<file path="src/include/pfm_pkg.sv">
// Package for the predictive failure monitor: constants and carrier types
package pfm_pkg;
    // Attribute count and counter widths
    localparam int PFM_NUM_ATTR = 4;
    localparam int PFM_CNT_W = 16;
    localparam int PFM_HIST_W = 8;
    // Clock rate and time constants
    localparam longint PFM_CLK_HZ = 40000000;
    localparam longint PFM_MEAS_PERIOD_S = 3600;
    localparam longint PFM_MEAS_PERIOD_CYC = PFM_MEAS_PERIOD_S * PFM_CLK_HZ;
    localparam longint PFM_MAX_DELAY_MS = 75;
    localparam longint PFM_MAX_DELAY_CYC = (PFM_MAX_DELAY_MS * PFM_CLK_HZ) / 1000;
    localparam int PFM_TIMER_W = 40;
    // Idle time required before a deferred save may start
    localparam int PFM_IDLE_CYC = 16;
    localparam int PFM_IDLE_W = 8;
    // Measurement and save duration in cycles (whole save run)
    localparam int PFM_SAVE_CYC = 64;
    localparam int PFM_SAVE_W = 8;
    // Reset values
    localparam logic [PFM_CNT_W-1:0] PFM_CNT_RST = 16'h0000;
    localparam logic [PFM_HIST_W-1:0] PFM_HIST_RST = 8'h00;
    // Report method and sense code
    localparam logic [3:0] PFM_EXCEPTION_REPORT_METHOD_SENSE = 4'h1;
    localparam logic [23:0] PFM_SENSE_PRED_FAIL = 24'h015D00;
    localparam logic [23:0] PFM_SENSE_NONE = 24'h000000;

    // Per-attribute configuration
    typedef struct packed {
        logic [PFM_CNT_W-1:0] interval_len;
        logic [PFM_CNT_W-1:0] err_threshold;
        logic [PFM_HIST_W-1:0] pred_threshold;
    } pfm_cfg_t;

    // Per-attribute status
    typedef struct packed {
        logic [PFM_CNT_W-1:0] interval_cnt;
        logic [PFM_CNT_W-1:0] fail_cnt;
        logic [PFM_HIST_W-1:0] hist_cnt;
        logic pred_fail;
    } pfm_stat_t;

    // Off-line measurement sequencer states
    typedef enum logic [2:0] {
        PFM_ST_WAIT = 3'b001,
        PFM_ST_IDLEW = 3'b010,
        PFM_ST_SAVE = 3'b100
    } pfm_state_t;
endpackage : pfm_pkg

</file>
<file path="src/hw/pfm_monitor.sv">
// Predictive failure monitor: per-attribute rate counters, hourly save, reporting
//
// Overview of operation
// Exception disable turns off every monitoring function.
// While enabled, count on-line data during normal reads and writes.
// Online-only select skips all off-line measurement work.
// Force command measures, saves, and restarts the one-hour timer.
// Report time remaining until the next scheduled measurement.
// Measure and save hourly, deferred until host interfaces are idle.
// An arriving host operation aborts the off-line save; a force command in the same cycle keeps the save running here.
// On-line monitor work never delays host operations beyond 75 ms.
// Report method one sends predictive failure sense code with failure type.
// Reported failure code is kept across bus resets and power cycles.
// Interval counter counts operations; interval length sets window size.
// Failure counter counts errors within the current interval.
// Errors above threshold before expiry: unacceptable; else acceptable at expiry.
// After each classification clear interval and failure counters.
// History counter up on unacceptable, down on acceptable, floor zero.
// History reaching predictive threshold signals predictive failure.
// Each attribute has its own independent counters.
// Per-attribute thresholds in config registers; counters saturate.
`timescale 1ns/1ps
`default_nettype none
module pfm_monitor
    import pfm_pkg::*;
#(
    parameter int NUM_ATTR = PFM_NUM_ATTR,
    parameter longint MEAS_PERIOD_CYC = PFM_MEAS_PERIOD_CYC
) (
    input wire logic clk,
    input wire logic rst,
    input wire logic exception_disable,
    input wire logic online_only_select,
    input wire logic [3:0] exception_report_method,
    input wire logic force_measurement_command,
    input wire logic host_busy,
    input wire logic [NUM_ATTR-1:0] attr_op,
    input wire logic [NUM_ATTR-1:0] attr_err,
    input wire logic [NUM_ATTR-1:0] cfg_we,
    input wire pfm_cfg_t cfg_wdata,
    input wire logic [23:0] nv_sense_in,
    input wire logic [7:0] nv_fru_in,
    output pfm_stat_t [NUM_ATTR-1:0] attr_status,
    output logic [PFM_TIMER_W-1:0] time_remaining,
    output logic save_active,
    output logic save_done,
    output logic save_aborted,
    output logic sense_valid,
    output logic [23:0] sense_code,
    output logic [7:0] sense_fru,
    output logic nv_write
);
    localparam logic [PFM_TIMER_W-1:0] PERIOD = PFM_TIMER_W'(MEAS_PERIOD_CYC);
    localparam logic [PFM_TIMER_W-1:0] ONE_T = {{(PFM_TIMER_W-1){1'b0}}, 1'b1};
    localparam logic [PFM_CNT_W-1:0] CNT_MAX = {PFM_CNT_W{1'b1}};
    localparam logic [PFM_HIST_W-1:0] HIST_MAX = {PFM_HIST_W{1'b1}};
    // Saturation ceilings for the counters. Holding at the top rather than
    // wrapping keeps a long error burst from looking like a clean window.

    // Monitoring on when not disabled
    wire mon_en = ~exception_disable;
    wire offline_en = mon_en & ~online_only_select;

    pfm_cfg_t cfg_reg [NUM_ATTR];
    pfm_stat_t [NUM_ATTR-1:0] stat_reg;
    wire [NUM_ATTR-1:0] new_fail;

    // Independent counter set per attribute; one-cycle update keeps host delay far
    // below the 75 ms ceiling since nothing here stalls host traffic
    genvar g;
    generate
        for (g = 0; g < NUM_ATTR; g++) begin : g_attr
            wire op = mon_en & attr_op[g];
            wire er = mon_en & attr_err[g];
            wire [PFM_CNT_W-1:0] ic_inc = (stat_reg[g].interval_cnt == CNT_MAX) ?
                CNT_MAX : stat_reg[g].interval_cnt + 1'b1;
            wire [PFM_CNT_W-1:0] fc_inc = (stat_reg[g].fail_cnt == CNT_MAX) ?
                CNT_MAX : stat_reg[g].fail_cnt + 1'b1;
            wire [PFM_CNT_W-1:0] ic_now = op ? ic_inc : stat_reg[g].interval_cnt;
            wire [PFM_CNT_W-1:0] fc_now = er ? fc_inc : stat_reg[g].fail_cnt;
            wire unacc = fc_now > cfg_reg[g].err_threshold;
            wire expired = ic_now >= cfg_reg[g].interval_len;
            wire acc = expired & ~unacc;
            wire classify = mon_en & (unacc | expired);
            wire [PFM_HIST_W-1:0] h = stat_reg[g].hist_cnt;
            wire [PFM_HIST_W-1:0] h_next = unacc ? ((h == HIST_MAX) ? HIST_MAX : h + 1'b1) :
                (acc ? ((h == '0) ? '0 : h - 1'b1) : h);
            wire pf_next = stat_reg[g].pred_fail |
                (classify & (h_next >= cfg_reg[g].pred_threshold));
            assign new_fail[g] = pf_next & ~stat_reg[g].pred_fail;

            // Config register write
            always_ff @(posedge clk) begin
                if (rst) begin
                    cfg_reg[g] <= '0;
                end else if (cfg_we[g]) begin
                    cfg_reg[g] <= cfg_wdata;
                end
            end

            // Counter update; both counters cleared on classification
            always_ff @(posedge clk) begin
                if (rst) begin
                    stat_reg[g] <= '0;
                end else if (mon_en) begin
                    stat_reg[g].interval_cnt <= classify ? PFM_CNT_RST : ic_now;
                    stat_reg[g].fail_cnt <= classify ? PFM_CNT_RST : fc_now;
                    if (classify) begin
                        stat_reg[g].hist_cnt <= h_next;
                    end
                    stat_reg[g].pred_fail <= pf_next;
                end
            end
        end
    endgenerate
    assign attr_status = stat_reg;

    // Off-line measurement sequencer
    // WAIT counts down the hourly timer, IDLEW waits for a quiet host, SAVE
    // runs the measurement. Host traffic wins over a running save unless a force
    // command arrives in the same cycle, so the save may restart several times before it completes.
    pfm_state_t state_reg, state_next;
    logic [PFM_TIMER_W-1:0] timer_reg, timer_next;
    logic [PFM_IDLE_W-1:0] idle_reg;
    logic [PFM_SAVE_W-1:0] save_reg;
    logic done_reg, abort_reg;

    wire timer_expired = (timer_reg == '0);
    wire idle_ok = (idle_reg >= PFM_IDLE_W'(PFM_IDLE_CYC));
    wire save_fin = (save_reg >= PFM_SAVE_W'(PFM_SAVE_CYC - 1));
    wire forced = force_measurement_command & offline_en;
    wire abort_now = (state_reg == PFM_ST_SAVE) & host_busy & ~forced;

    // Next state; a forced measurement runs at once and is not deferred
    always_comb begin
        state_next = state_reg;
        case (state_reg)
            PFM_ST_WAIT: begin
                if (forced) begin
                    state_next = PFM_ST_SAVE;
                end else if (offline_en & timer_expired) begin
                    state_next = PFM_ST_IDLEW;
                end
            end
            PFM_ST_IDLEW: begin
                if (forced) begin
                    state_next = PFM_ST_SAVE;
                end else if (idle_ok) begin
                    state_next = PFM_ST_SAVE;
                end
            end
            PFM_ST_SAVE: begin
                if (abort_now) begin
                    state_next = PFM_ST_IDLEW;
                end else if (save_fin) begin
                    state_next = PFM_ST_WAIT;
                end
            end
            default: state_next = PFM_ST_WAIT;
        endcase
        if (!offline_en) begin
            state_next = PFM_ST_WAIT;
        end
    end

    // Hourly countdown; reload on force and on completed save
    always_comb begin
        timer_next = timer_reg;
        if (forced) begin
            timer_next = PERIOD - ONE_T;
        end else if (state_reg == PFM_ST_SAVE && save_fin && !abort_now) begin
            timer_next = PERIOD - ONE_T;
        end else if (!timer_expired && offline_en) begin
            timer_next = timer_reg - ONE_T;
        end
    end

    always_ff @(posedge clk) begin
        if (rst) begin
            state_reg <= PFM_ST_WAIT;
            timer_reg <= PERIOD - ONE_T;
            idle_reg <= '0;
            save_reg <= '0;
            done_reg <= 1'b0;
            abort_reg <= 1'b0;
        end else begin
            state_reg <= state_next;
            timer_reg <= timer_next;
            // Idle run length; saturates at threshold
            idle_reg <= host_busy ? '0 : (idle_ok ? idle_reg : idle_reg + 1'b1);
            save_reg <= (state_next == PFM_ST_SAVE && state_reg == PFM_ST_SAVE) ?
                save_reg + 1'b1 : '0;
            done_reg <= (state_reg == PFM_ST_SAVE) & save_fin & ~abort_now;
            abort_reg <= abort_now;
        end
    end

    assign time_remaining = timer_reg;
    assign save_active = (state_reg == PFM_ST_SAVE);
    assign save_done = done_reg;
    assign save_aborted = abort_reg;

    // Failure type: lowest attribute that newly failed
    // Only one type fits the report, so simultaneous failures of several
    // attributes report the lowest; the others stay visible in their status.
    logic [7:0] fru_new;
    always_comb begin
        fru_new = 8'h00;
        for (int i = NUM_ATTR - 1; i >= 0; i--) begin
            if (new_fail[i]) begin
                fru_new = 8'(i + 1);
            end
        end
    end

    // Sense report; restored from nonvolatile copy after reset so it survives
    // bus resets and power cycles, and written back on every new report
    logic [23:0] sense_reg;
    logic [7:0] fru_reg;
    logic nvw_reg, loaded_reg;
    wire report = mon_en & (exception_report_method == PFM_EXCEPTION_REPORT_METHOD_SENSE) & (|new_fail);
    always_ff @(posedge clk) begin
        if (rst) begin
            sense_reg <= PFM_SENSE_NONE;
            fru_reg <= 8'h00;
            nvw_reg <= 1'b0;
            loaded_reg <= 1'b0;
        end else if (!loaded_reg) begin
            // A failure raised in the load cycle must not be lost: it beats
            // the stored copy and is written back like any other report
            sense_reg <= report ? PFM_SENSE_PRED_FAIL : nv_sense_in;
            fru_reg <= report ? fru_new : nv_fru_in;
            loaded_reg <= 1'b1;
            nvw_reg <= report;
        end else begin
            nvw_reg <= report;
            if (report) begin
                sense_reg <= PFM_SENSE_PRED_FAIL;
                fru_reg <= fru_new;
            end
        end
    end
    // Report outputs straight from their registers
    // sense_valid is a plain compare so a restored report shows at once
    assign sense_code = sense_reg;
    assign sense_fru = fru_reg;
    assign sense_valid = (sense_reg != PFM_SENSE_NONE);
    assign nv_write = nvw_reg;
endmodule : pfm_monitor
`default_nettype wire

</file>
<file path="config.mk">
export PLATFORM = sky130hd
export DESIGN_NAME = pfm_monitor
export DESIGN_NICKNAME = d
export VERILOG_FILES = /design/src/include/pfm_pkg.sv /design/src/hw/pfm_monitor.sv
export SDC_FILE = /design/constraint.sdc
export NUM_CORES = 1
export LEC_CHECK = 0
export BUFFER_PORTS_ARGS = -buffer_cell sky130_fd_sc_hd__buf_2
export CAP_MARGIN = 5
export CORE_AREA = 2 2 184 276
export DETAILED_ROUTE_END_ITERATION = 10
export DIE_AREA = 0 0 186 278
export GPL_TIMING_DRIVEN = 1
export PLACE_DENSITY = 0.79
export SLEW_MARGIN = 20
export SYNTH_ARGS = -nofsm -noshare
export SYNTH_HDL_FRONTEND = slang
export SYNTH_SLANG_ARGS = --single-unit
</file>
<file path="constraint.sdc">
create_clock -name clk -period 15 [get_ports clk]
set_clock_uncertainty 0.2 [all_clocks]
set_input_delay 0.75 -clock clk [delete_from_list [all_inputs] [get_ports clk]]
set_output_delay 0.75 -clock clk [all_outputs]
set_load 0.02 [all_outputs]
</file>
======== Word-level counts from Yosys, hierarchy flattened ========
Memory sizes are Yosys's and may differ from the RTL's.
Cells that the tools add are included.
word-level totals
  flip-flop bits (word level) ............. 259
  latch bits .............................. 0
  RAM bits ................................ 160
  memory bits (read-only) ................. 0
  bits of input ports ..................... 94
  output and inout port bits .............. 241
  logic and storage cells ................. 233
  memories kept ........................... 1
memory list
  memory   words  width  rd ports  clocked after memory_dff  write ports  RTL line           source
  cfg_reg  4      40     4         0                         4            pfm_monitor.sv:64  pfm_cfg_t cfg_reg [NUM_ATTR];
operators by class
  $add $sub $neg .......................... 19
  multipliers ............................. 0
  div/mod/pow operators ................... 0
  magnitude comparators ................... 14
  eq/ne operators ......................... 18
  shift-type cells ........................ 0
  muxes and demuxes ....................... 77
  bitwise operators ....................... 58
  reductions and logical operators ........ 20
operators by type and width
  kind                   count
  $mux 16                24
  $mux 8                 22
  $mux 40                4
  $add 16x1->16 const B  8
  $eq 16x16->1 const B   8
  $mux 24                3
  $ge 16x16->1           4
  $gt 16x16->1           4
  $add 8x1->8 const B    6
  $logic_not 40->1       1
  $sub 40x1->40 const B  1
  $and 1x1->1            33
  $eq 8x8->1 const B     4
  $ge 8x8->1             4
  $logic_not 8->1        4
  $sub 8x1->8 const B    4
  $mux 3                 8
  $reduce_bool 24->1     1
  $mux 1                 15
  $not 1->1              13
  $or 1x1->1             12
  $pmux 3 s3             1
  $ge 8x5->1 const B     1
  $ge 8x6->1 const B     1
  11 further kinds       20

======== Depth between registers and ports, before layout ========
Gate-level depths: netlist of the first run.
  depth in word-level cells ............... 18
  mapped depth ............................ 27

======== Worst setup path before layout of the first run ========
OpenSTA, ideal clock, no wires.
  path type ............................... in2reg
  start point ............................. input port exception_disable
  end point ............................... register sense_reg[10], in the netlist sense_code[10]
  arrival ................................. 6.303 ns
  required time ........................... 14.685 ns
  slack ................................... 8.383 ns
  stages .................................. 25
  buffers on the path ..................... 4
  cells stage by stage .................... clkbuf_1 > nor2b_1 > nand2_1 > nor3_1 > nand2_1 > clkbuf_1 > nand2_1 > ha_1 > and4_1 > a2111oi_0 > nor4_1 > o41ai_1 > clkbuf_1 > o21ai_0 > a221oi_1 > ha_1 > nand2b_1 > a211oi_1 > o21ai_0 > a211oi_1 > o21bai_1 > nor4b_1 > o31a_1 > buf_2 > o21a_1
between the ends
  longest elaborated chain between the ends .. 16
ends and longest elaborated chain
  element                  RTL line            source
  start: declaration       pfm_monitor.sv:32   input wire logic exception_disable,
  $not 1->1 (no line) (*)  --
  $and 1x1->1              pfm_monitor.sv:74   wire er = mon_en & attr_err[g];
  $mux 16                  pfm_monitor.sv:80   wire [PFM_CNT_W-1:0] fc_now = er ? fc_inc : stat_reg[g].fail_cnt;
  $gt 16x16->1             pfm_monitor.sv:81   wire unacc = fc_now > cfg_reg[g].err_threshold;
  $not 1->1                pfm_monitor.sv:83   wire acc = expired & ~unacc;
  $and 1x1->1              pfm_monitor.sv:83
  $mux 8                   pfm_monitor.sv:87   (acc ? ((h == '0) ? '0 : h - 1'b1) : h);
  $mux 8                   pfm_monitor.sv:86   wire [PFM_HIST_W-1:0] h_next = unacc ? ((h == HIST_MAX) ? HIST_MAX : h + 1'b1) :
  $ge 8x8->1               pfm_monitor.sv:89   (classify & (h_next >= cfg_reg[g].pred_threshold));
  $and 1x1->1              pfm_monitor.sv:89
  $or 1x1->1               pfm_monitor.sv:88   wire pf_next = stat_reg[g].pred_fail |
  $and 1x1->1              pfm_monitor.sv:90   assign new_fail[g] = pf_next & ~stat_reg[g].pred_fail;
  $reduce_or 4->1          pfm_monitor.sv:221  wire report = mon_en & (exception_report_method == PFM_EXCEPTION_REPORT_METHOD_SENSE) & (|new_fail);
  $and 1x1->1 (*)          pfm_monitor.sv:221
  $mux 24                  pfm_monitor.sv:231  sense_reg <= report ? PFM_SENSE_PRED_FAIL : nv_sense_in;
  $mux 24                  pfm_monitor.sv:228  end else if (!loaded_reg) begin
  end signal: assignment   pfm_monitor.sv:231
  end: declaration         pfm_monitor.sv:218  logic [23:0] sense_reg;
Every way passes the cells marked *; elsewhere a longest branch is shown, timed or not.
A chain may end at the register's enable or synchronous reset.

======== Worst setup path after layout of the first run ========
  start point ............................. input port exception_disable
  end point ............................... register sense_reg[11], in the netlist sense_code[11]
between the ends
  longest elaborated chain between the ends .. 16
ends and longest elaborated chain
  element                  RTL line
  $not 1->1 (no line) (*)  --
  $and 1x1->1              pfm_monitor.sv:74
  $mux 16                  pfm_monitor.sv:80
  $gt 16x16->1             pfm_monitor.sv:81
  $not 1->1                pfm_monitor.sv:83
  $and 1x1->1              pfm_monitor.sv:83
  $mux 8                   pfm_monitor.sv:87
  $mux 8 (*)               pfm_monitor.sv:86
  net g_attr[2].h_next[5]  pfm_monitor.sv:86
  $ge 8x8->1 (*)           pfm_monitor.sv:89
  $and 1x1->1 (*)          pfm_monitor.sv:89
  $or 1x1->1 (*)           pfm_monitor.sv:88
  $and 1x1->1 (*)          pfm_monitor.sv:90
  $reduce_or 4->1 (*)      pfm_monitor.sv:221
  $and 1x1->1 (*)          pfm_monitor.sv:221
  $mux 24                  pfm_monitor.sv:231
  $mux 24                  pfm_monitor.sv:228
The timed path passes the listed nets; every way through them passes the cells marked *.

==> flow_summary.json, run 1 <==
{
  "status": "complete, no violations",
  "synth-async-reset-ratio": 0,
  "viasPerCell": 5.881,
  "crit_path_end_kind": "register",
  "synth_compound_area_frac": 0.1401,
  "cts_setup_buffers": 0,
  "met3_usage": 0.05731,
  "fin_tns_setup_ns": 0,
  "cp.arrival_ns": 8.09,
  "required_ns": 15.24,
  "synth_cell_type_count": 96,
  "path_cells": "buf_4, buf_4, buf_4, nor2b_1, nand3_1, nor3_1, and3_1, nand2b_1, nand2_1, ha_1, nand4_1, nor4_1, a311oi_2, a21oi_1, and3_1, o21ai_0, and3b_1, ha_1, a2111oi_0, nand2b_1, o211ai_1, o32ai_1, o31a_2, o21a_1",
  "p_int_uw": 1942,
  "max-vdd-ir-drop_uv": 85.75,
  "fillers": 4435,
  "r2r_setup_slack_ns": 7.39,
  "place.gp.congestion": 0.9267,
  "yosysSeqAreaShare": 0.4101,
  "nets": 3289,
  "ctsHoldBuffers": 0,
  "final_util": 0.5658,
  "cts_root_buf": "clkbuf_16",
  "drc": 0,
  "wirelength_mm": 72.16,
  "num_rows": 100,
  "syn_area_sq_um": 24360,
  "grt_max_degree": 102,
  "antenna_found_initial": 9,
  "fmax_ghz": 0.1274,
  "busiest_layer": "met2",
  "start_util": 0.4928,
  "p_leak_uw": 0.01228,
  "drt_first_iter_violations": 1683,
  "drv_cap": 0,
  "yosysMostFrequentCell": "dfxtp_1",
  "clock_power_share": 0.430,
  "cts_tree": "built",
  "tightestPinTransition_ns": 1.077,
  "post-synth-top-area-cell": "dfxtp_1",
  "worst_skew_pair.late_latency_ns": 0.56,
  "worst_slew_margin_rel": 0.2756,
  "crit_fanout": 63,
  "ys.flop_type": "dfxtp_1",
  "grt_use_met2": 0.4593,
  "synth_area_leaders": "dfxtp_1, edfxtp_1, ha_1, and2_1, nand2_1",
  "rsz0062_at_grt": "false",
  "clock_sinks": 419,
  "final_layout_size_suffix_gt1_frac": 0.1611,
  "hold_slack_ns": 0.2698,
  "seq_power_share": 0.486,
  "synth_top_family_by_area": "simple AND/OR/NAND/NOR gates",
  "synth-seq-cells": 419,
  "fin_crit_sh": 0.5232,
  "cts_buffers": 43,
  "syn_to_final_growth_pct": 14.80,
  "crit_type": "input pin to register",
  "via_count": 21850,
  "yosys_warnings": 0,
  "htree_num_levels": 2,
  "coreArea_sq_um": 49420,
  "overflow": 0,
  "grt_pass1_vias": 20470,
  "synth.avg_cell_area_sq_um": 8.870,
  "netSwitchingFraction": 0.2432,
  "finalHoldViolCount": 0,
  "die_h_um": 278,
  "die-area_sq_um": 51710,
  "hp-class": "register to register",
  "slew_viol_final": 0,
  "critPathMaxStageDelay_ns": 0.63,
  "ant_nets": 0,
  "synth_commonest_cells": "dfxtp_1, nand2_1, and2_1, a21oi_1, inv_1",
  "p_switching_uw": 624.3,
  "cts.clk_slew.worst_paths_ns": 0.07,
  "cellPowerDensity_nw_per_um2": 91.79,
  "placed_cell_area_sq_um": 26520,
  "die_w_um": 186,
  "io_buffers": 334,
  "grt_first_pass_wirelength_mm": 110.1,
  "synth_xor_area_frac": 0.03848,
  "muxShareOfSynthArea": 0.02080,
  "setup_violations": 0,
  "cts-resized-gates": 0,
  "first_pass_iters": 6,
  "synthSimpleGateAreaFrac": 0.2469,
  "synthAdderAreaFrac": 0.09349,
  "final_cell_count_no_fill": 3716,
  "cts_buffer_depth": 3,
  "dp_hpwl_mm": 52.35,
  "cp_common_cell": "buf_4",
  "postLayoutCellArea_sq_um": 27960,
  "synth.top_cell.area_share": 0.2129,
  "synth_edf_count": 160,
  "startpoint_type": "input pin",
  "dp.cells": 3631,
  "grt_use_met1": 0.3078,
  "largest_reg_flops": 160,
  "power_frac_comb": 0.083,
  "min_period_ns": 7.848,
  "wl_per_cell_um": 19.42,
  "crit_slowest_cell": "buf_4",
  "synthCells": 2746,
  "num_io_pins": 335,
  "grt_use_total": 0.2706
}
## kinds of logic (layout without fill, tap and decap cells)
| family | after synthesis | after routing |
|---|---|---|
| other | 1 | 8 |
| xor gates and xnor gates | 107 | 107 |
| adders and majority gates | 182 | 182 |
| buffers and inverters | 317 | 617 |
| muxes | 49 | 49 |
| DFF | 419 | 419 |
| AOI/OAI and AO/OA | 523 | 523 |
| and+or+nand+nor | 1148 | 1148 |
## layer usage
metal,routed length [um],vias to the layer above
li1,-,10400
met1,26570,10240
met2,35000,973
met3,5810,237
met4,4717,8
met5,57,-
## critical path: cells and delay by family
| family | cells | cell delay [ns] |
|---|---|---|
| simple gates | 11 | 2.33 |
| fa+ha+maj | 2 | 0.63 |
| compound gates | 8 | 2.80 |
| buf+inv | 3 | 1.47 |
## worst paths after layout
path                                        start        endpoint  depth (start not counted)
worst max-delay path            exception_disable  sense_code[11]                         24
worst min-delay path                  save_reg[0]     save_reg[0]                          1
worst max register to register    attr_status[12]  sense_code[11]                         24
worst min register to register        save_reg[0]     save_reg[0]                          1
## placed cells by master (no fill, tap or decap), drive strengths merged, types with 70 or more instances in the layout
master	n
o21ai	77
nor2	179
and2	189
buf	352
edfxtp	160
dfxtp	259
ha	182
nor3	95
inv	186
and3	70
nand3	137
a21oi	186
nand2	257
## cell type report
class                      count  area, sq um  area share
antenna                        6        15.01   0.0005369
timing repair buffer         352         1815     0.06492
clock buffer                  61         1230     0.04398
clock inverter                18        191.4    0.006846
multi-input combinational   2011        13190      0.4718
inverter                     186        698.2     0.02497
tap                          663        829.5     0.02967
sequential                   419         9991      0.3573
## power by group through the flow
stage          sequential (uW)  combinational (uW)  clock, uW
2_1_floorplan             1280                 124          0
3_3_place_gp              1270                 205          0
3_5_place_dp              1270                 210          0
4_1_cts                   1250                 213       1120
5_1_grt                   1250                 236       1160
6_report                  1250                 214       1100
## through the flow
step,total power [uW],worst slack [ns]
global route,2646,6.677
detailed placement,1484,6.544
CTS,2584,7.067
global placement,1477,6.676
finish,2567,7.152
floorplan,1399,8.383
No activity file was read; power rests on OpenSTA's default activity.
==> run 2: changes to the inputs <==
Clock period 15 ns to 7.35 ns, I/O delays scaled along.
==> run 2 against run 1 <==
  * First-iteration DRC count down 0.42%
  * Worst hold slack worse by 0.25 ns
  * Critical path depth unchanged
  * Sequential power up 100%
  * Critical path type is now register to register
  * Power up 100%
  * Cell area up 1.8%
  * Routed wire length up 1.1%
  * Register-to-register slack worse by 6.8 ns
  * Setup slack worse by 6.6 ns
  * Sequential share of layout area down 0.62 points
==> flow_summary.json, run 2 (synthesized netlist as in run 1, its figures left out) <==
{
  "status": "complete, no violations",
  "start_util": 0.4928,
  "finalHoldViolCount": 0,
  "drv_cap": 0,
  "grt_first_pass_wirelength_mm": 112.0,
  "setup_violations": 0,
  "viasPerCell": 5.829,
  "num_rows": 100,
  "grt_use_total": 0.2754,
  "final_util": 0.5758,
  "cts-resized-gates": 0,
  "cts_buffer_depth": 3,
  "drt_first_iter_violations": 1676,
  "pre_cts_slack_ns": 0.3839,
  "cellPowerDensity_nw_per_um2": 180.9,
  "netSwitchingFraction": 0.2461,
  "crit_slowest_cell": "a211oi_1",
  "wirelength_mm": 72.98,
  "p_total_uw": 5149,
  "cts_root_buf": "clkbuf_16",
  "largest_reg_flops": 160,
  "num_io_pins": 335,
  "die-area_sq_um": 51710,
  "crit_fanout": 30,
  "grt_pass1_vias": 20900,
  "worst_slew_margin_rel": 0.3098,
  "coreArea_sq_um": 49420,
  "die_h_um": 278,
  "max-vdd-ir-drop_uv": 168.8,
  "rsz0062_at_grt": "false",
  "met3_usage": 0.05666,
  "crit_path_end_kind": "register",
  "cts_buffers": 42,
  "critPathMaxStageDelay_ns": 0.63,
  "layout_commonest_cell": "buf_2",
  "first_pass_iters": 6,
  "p_int_uw": 3882,
  "fin_tns_setup_ns": 0,
  "fmax_ghz": 0.1481,
  "htree_num_levels": 2,
  "busiest_layer": "met2",
  "fin_crit_sh": 0.9185,
  "slew_viol_final": 0,
  "via_count": 22020,
  "syn_to_final_growth_pct": 16.83,
  "cts_tree": "built",
  "required_ns": 7.60,
  "worst_slack_ns": 0.5989,
  "min_period_ns": 6.751,
  "tightestPinTransition_ns": 1.035,
  "postLayoutCellArea_sq_um": 28460,
  "cp.arrival_ns": 7.00,
  "p_switching_uw": 1267,
  "startpoint_type": "register",
  "nets": 3353,
  "seq_power_share": 0.495,
  "wl_per_cell_um": 19.32,
  "clock_power_share": 0.417,
  "crit_buf_inv": 1,
  "path_cells": "nand4_1, nor4_1, buf_4, nor2b_1, and3_1, nor3b_1, a21oi_1, ha_1, and4_1, nand2_1, a2111oi_0, a31oi_1, a211oi_1, a22oi_1, mux2i_1, nor2_1, ha_1, a21o_1, a211oi_1, o21ai_0, a21oi_1, o32ai_1, o31a_2, o21a_1",
  "p_leak_uw": 0.01252,
  "hp-class": "input pin to register",
  "grt_use_met1": 0.3086,
  "grt_use_met2": 0.4691,
  "dp_hpwl_mm": 53.63,
  "clock_sinks": 419,
  "placed_cell_area_sq_um": 26720,
  "power_frac_comb": 0.088,
  "die_w_um": 186,
  "crit_type": "register to register",
  "final_layout_size_suffix_gt1_frac": 0.1650,
  "antenna_found_initial": 1,
  "ant_nets": 0,
  "worst_skew_pair.late_latency_ns": 0.56,
  "overflow": 0,
  "cp_top_family": "compound AO/OA/AOI/OAI gates",
  "cts.clk_slew.worst_paths_ns": 0.06,
  "grt_max_degree": 100,
  "layout_common_cells": "buf_2, dfxtp_1, nand2_1, and2_1, a21oi_1",
  "drc": 0,
  "place.gp.congestion": 0.9740,
  "io_buffers": 334
}
## run 2: cell count changes in the layout (fill, tap and decap cells not counted), moves of 2 or more
cell and change:
diode_2 -2, clkbuf_1 -2, clkbuf_16 -2, dlygate4sd3_1 +38, clkinv_2 -2, clkinvlp_4 +3
buf_4 +27, clkinv_1 +4
## run 2: timing repair
action / in CTS / in global routing
buffers inserted: 0 / 0
endpoints found under the setup margin: 0 / 0
hold buffers: 38 / 0
hold endpoints to repair: 50 / 0
## run 2: layer usage
| layer | routed length (um) | up-vias | part of all wire |
|---|---|---|---|
| met5 | 0 | - | 0 |
| met1 | 26990 | 10330 | 0.37 |
| met3 | 5612 | 255 | 0.077 |
| met4 | 5302 | 0 | 0.073 |
| met2 | 35070 | 937 | 0.48 |
| li1 | - | 10490 | - |
## run 2: power by group through the flow
stage                     combinational [uW]  clock (uW)  sequential [uW]
after global placement                   424           0             2590
after detailed placement                 432           0             2600
after floorplan                          253           0             2600
after global routing                     502        2260             2560
final                                    455        2150             2550
after CTS                                451        2180             2550
## run 2: final cells by class
cell class	count	area [sq um]
Antenna cell	4	10.01
Clock buffer	55	1151
Clock inverter	22	192.7
Fill cell	4327	20970
Inverter	186	698.2
Multi-Input combinational cell	2011	13190
Sequential cell	419	9991
Tap cell	663	829.5
Timing Repair Buffer	417	2399
## run 2: stage by stage
step | std cells | hold WS [ns]
global placement | 3658 | 0.2408
global route | 3773 | 0.002613
detailed placement | 3658 | 0.2506
CTS | 3773 | 0.003315
floorplan | 2747 | 0.2227
finish | 3777 | 0.01862
## run 2: path summary, 6_finish.rpt
| path | start | endpoint | slack [ns] | depth (start not counted) |
|---|---|---|---|---|
| min | cfg_wdata[2] | cfg_reg[3][2] | 0.02 | 2 |
| max | attr_status[69] | sense_code[11] | 0.60 | 24 |
| max reg2reg | attr_status[69] | sense_code[11] | 0.60 | 24 |
| min reg2reg | save_reg[0] | save_reg[0] | 0.26 | 1 |
## run 2: worst register-to-register path, delay by kind of cell (launching register included)
| family | cells | cell delay [ns] |
|---|---|---|
| AO/OA/AOI/OAI | 12 | 3.46 |
| AND/OR/NAND/NOR | 8 | 1.54 |
| adder cells (fa/ha/maj) | 2 | 0.63 |
| flip-flops | 1 | 0.47 |
| buffers and inverters | 1 | 0.18 |
| multiplexers | 1 | 0.18 |
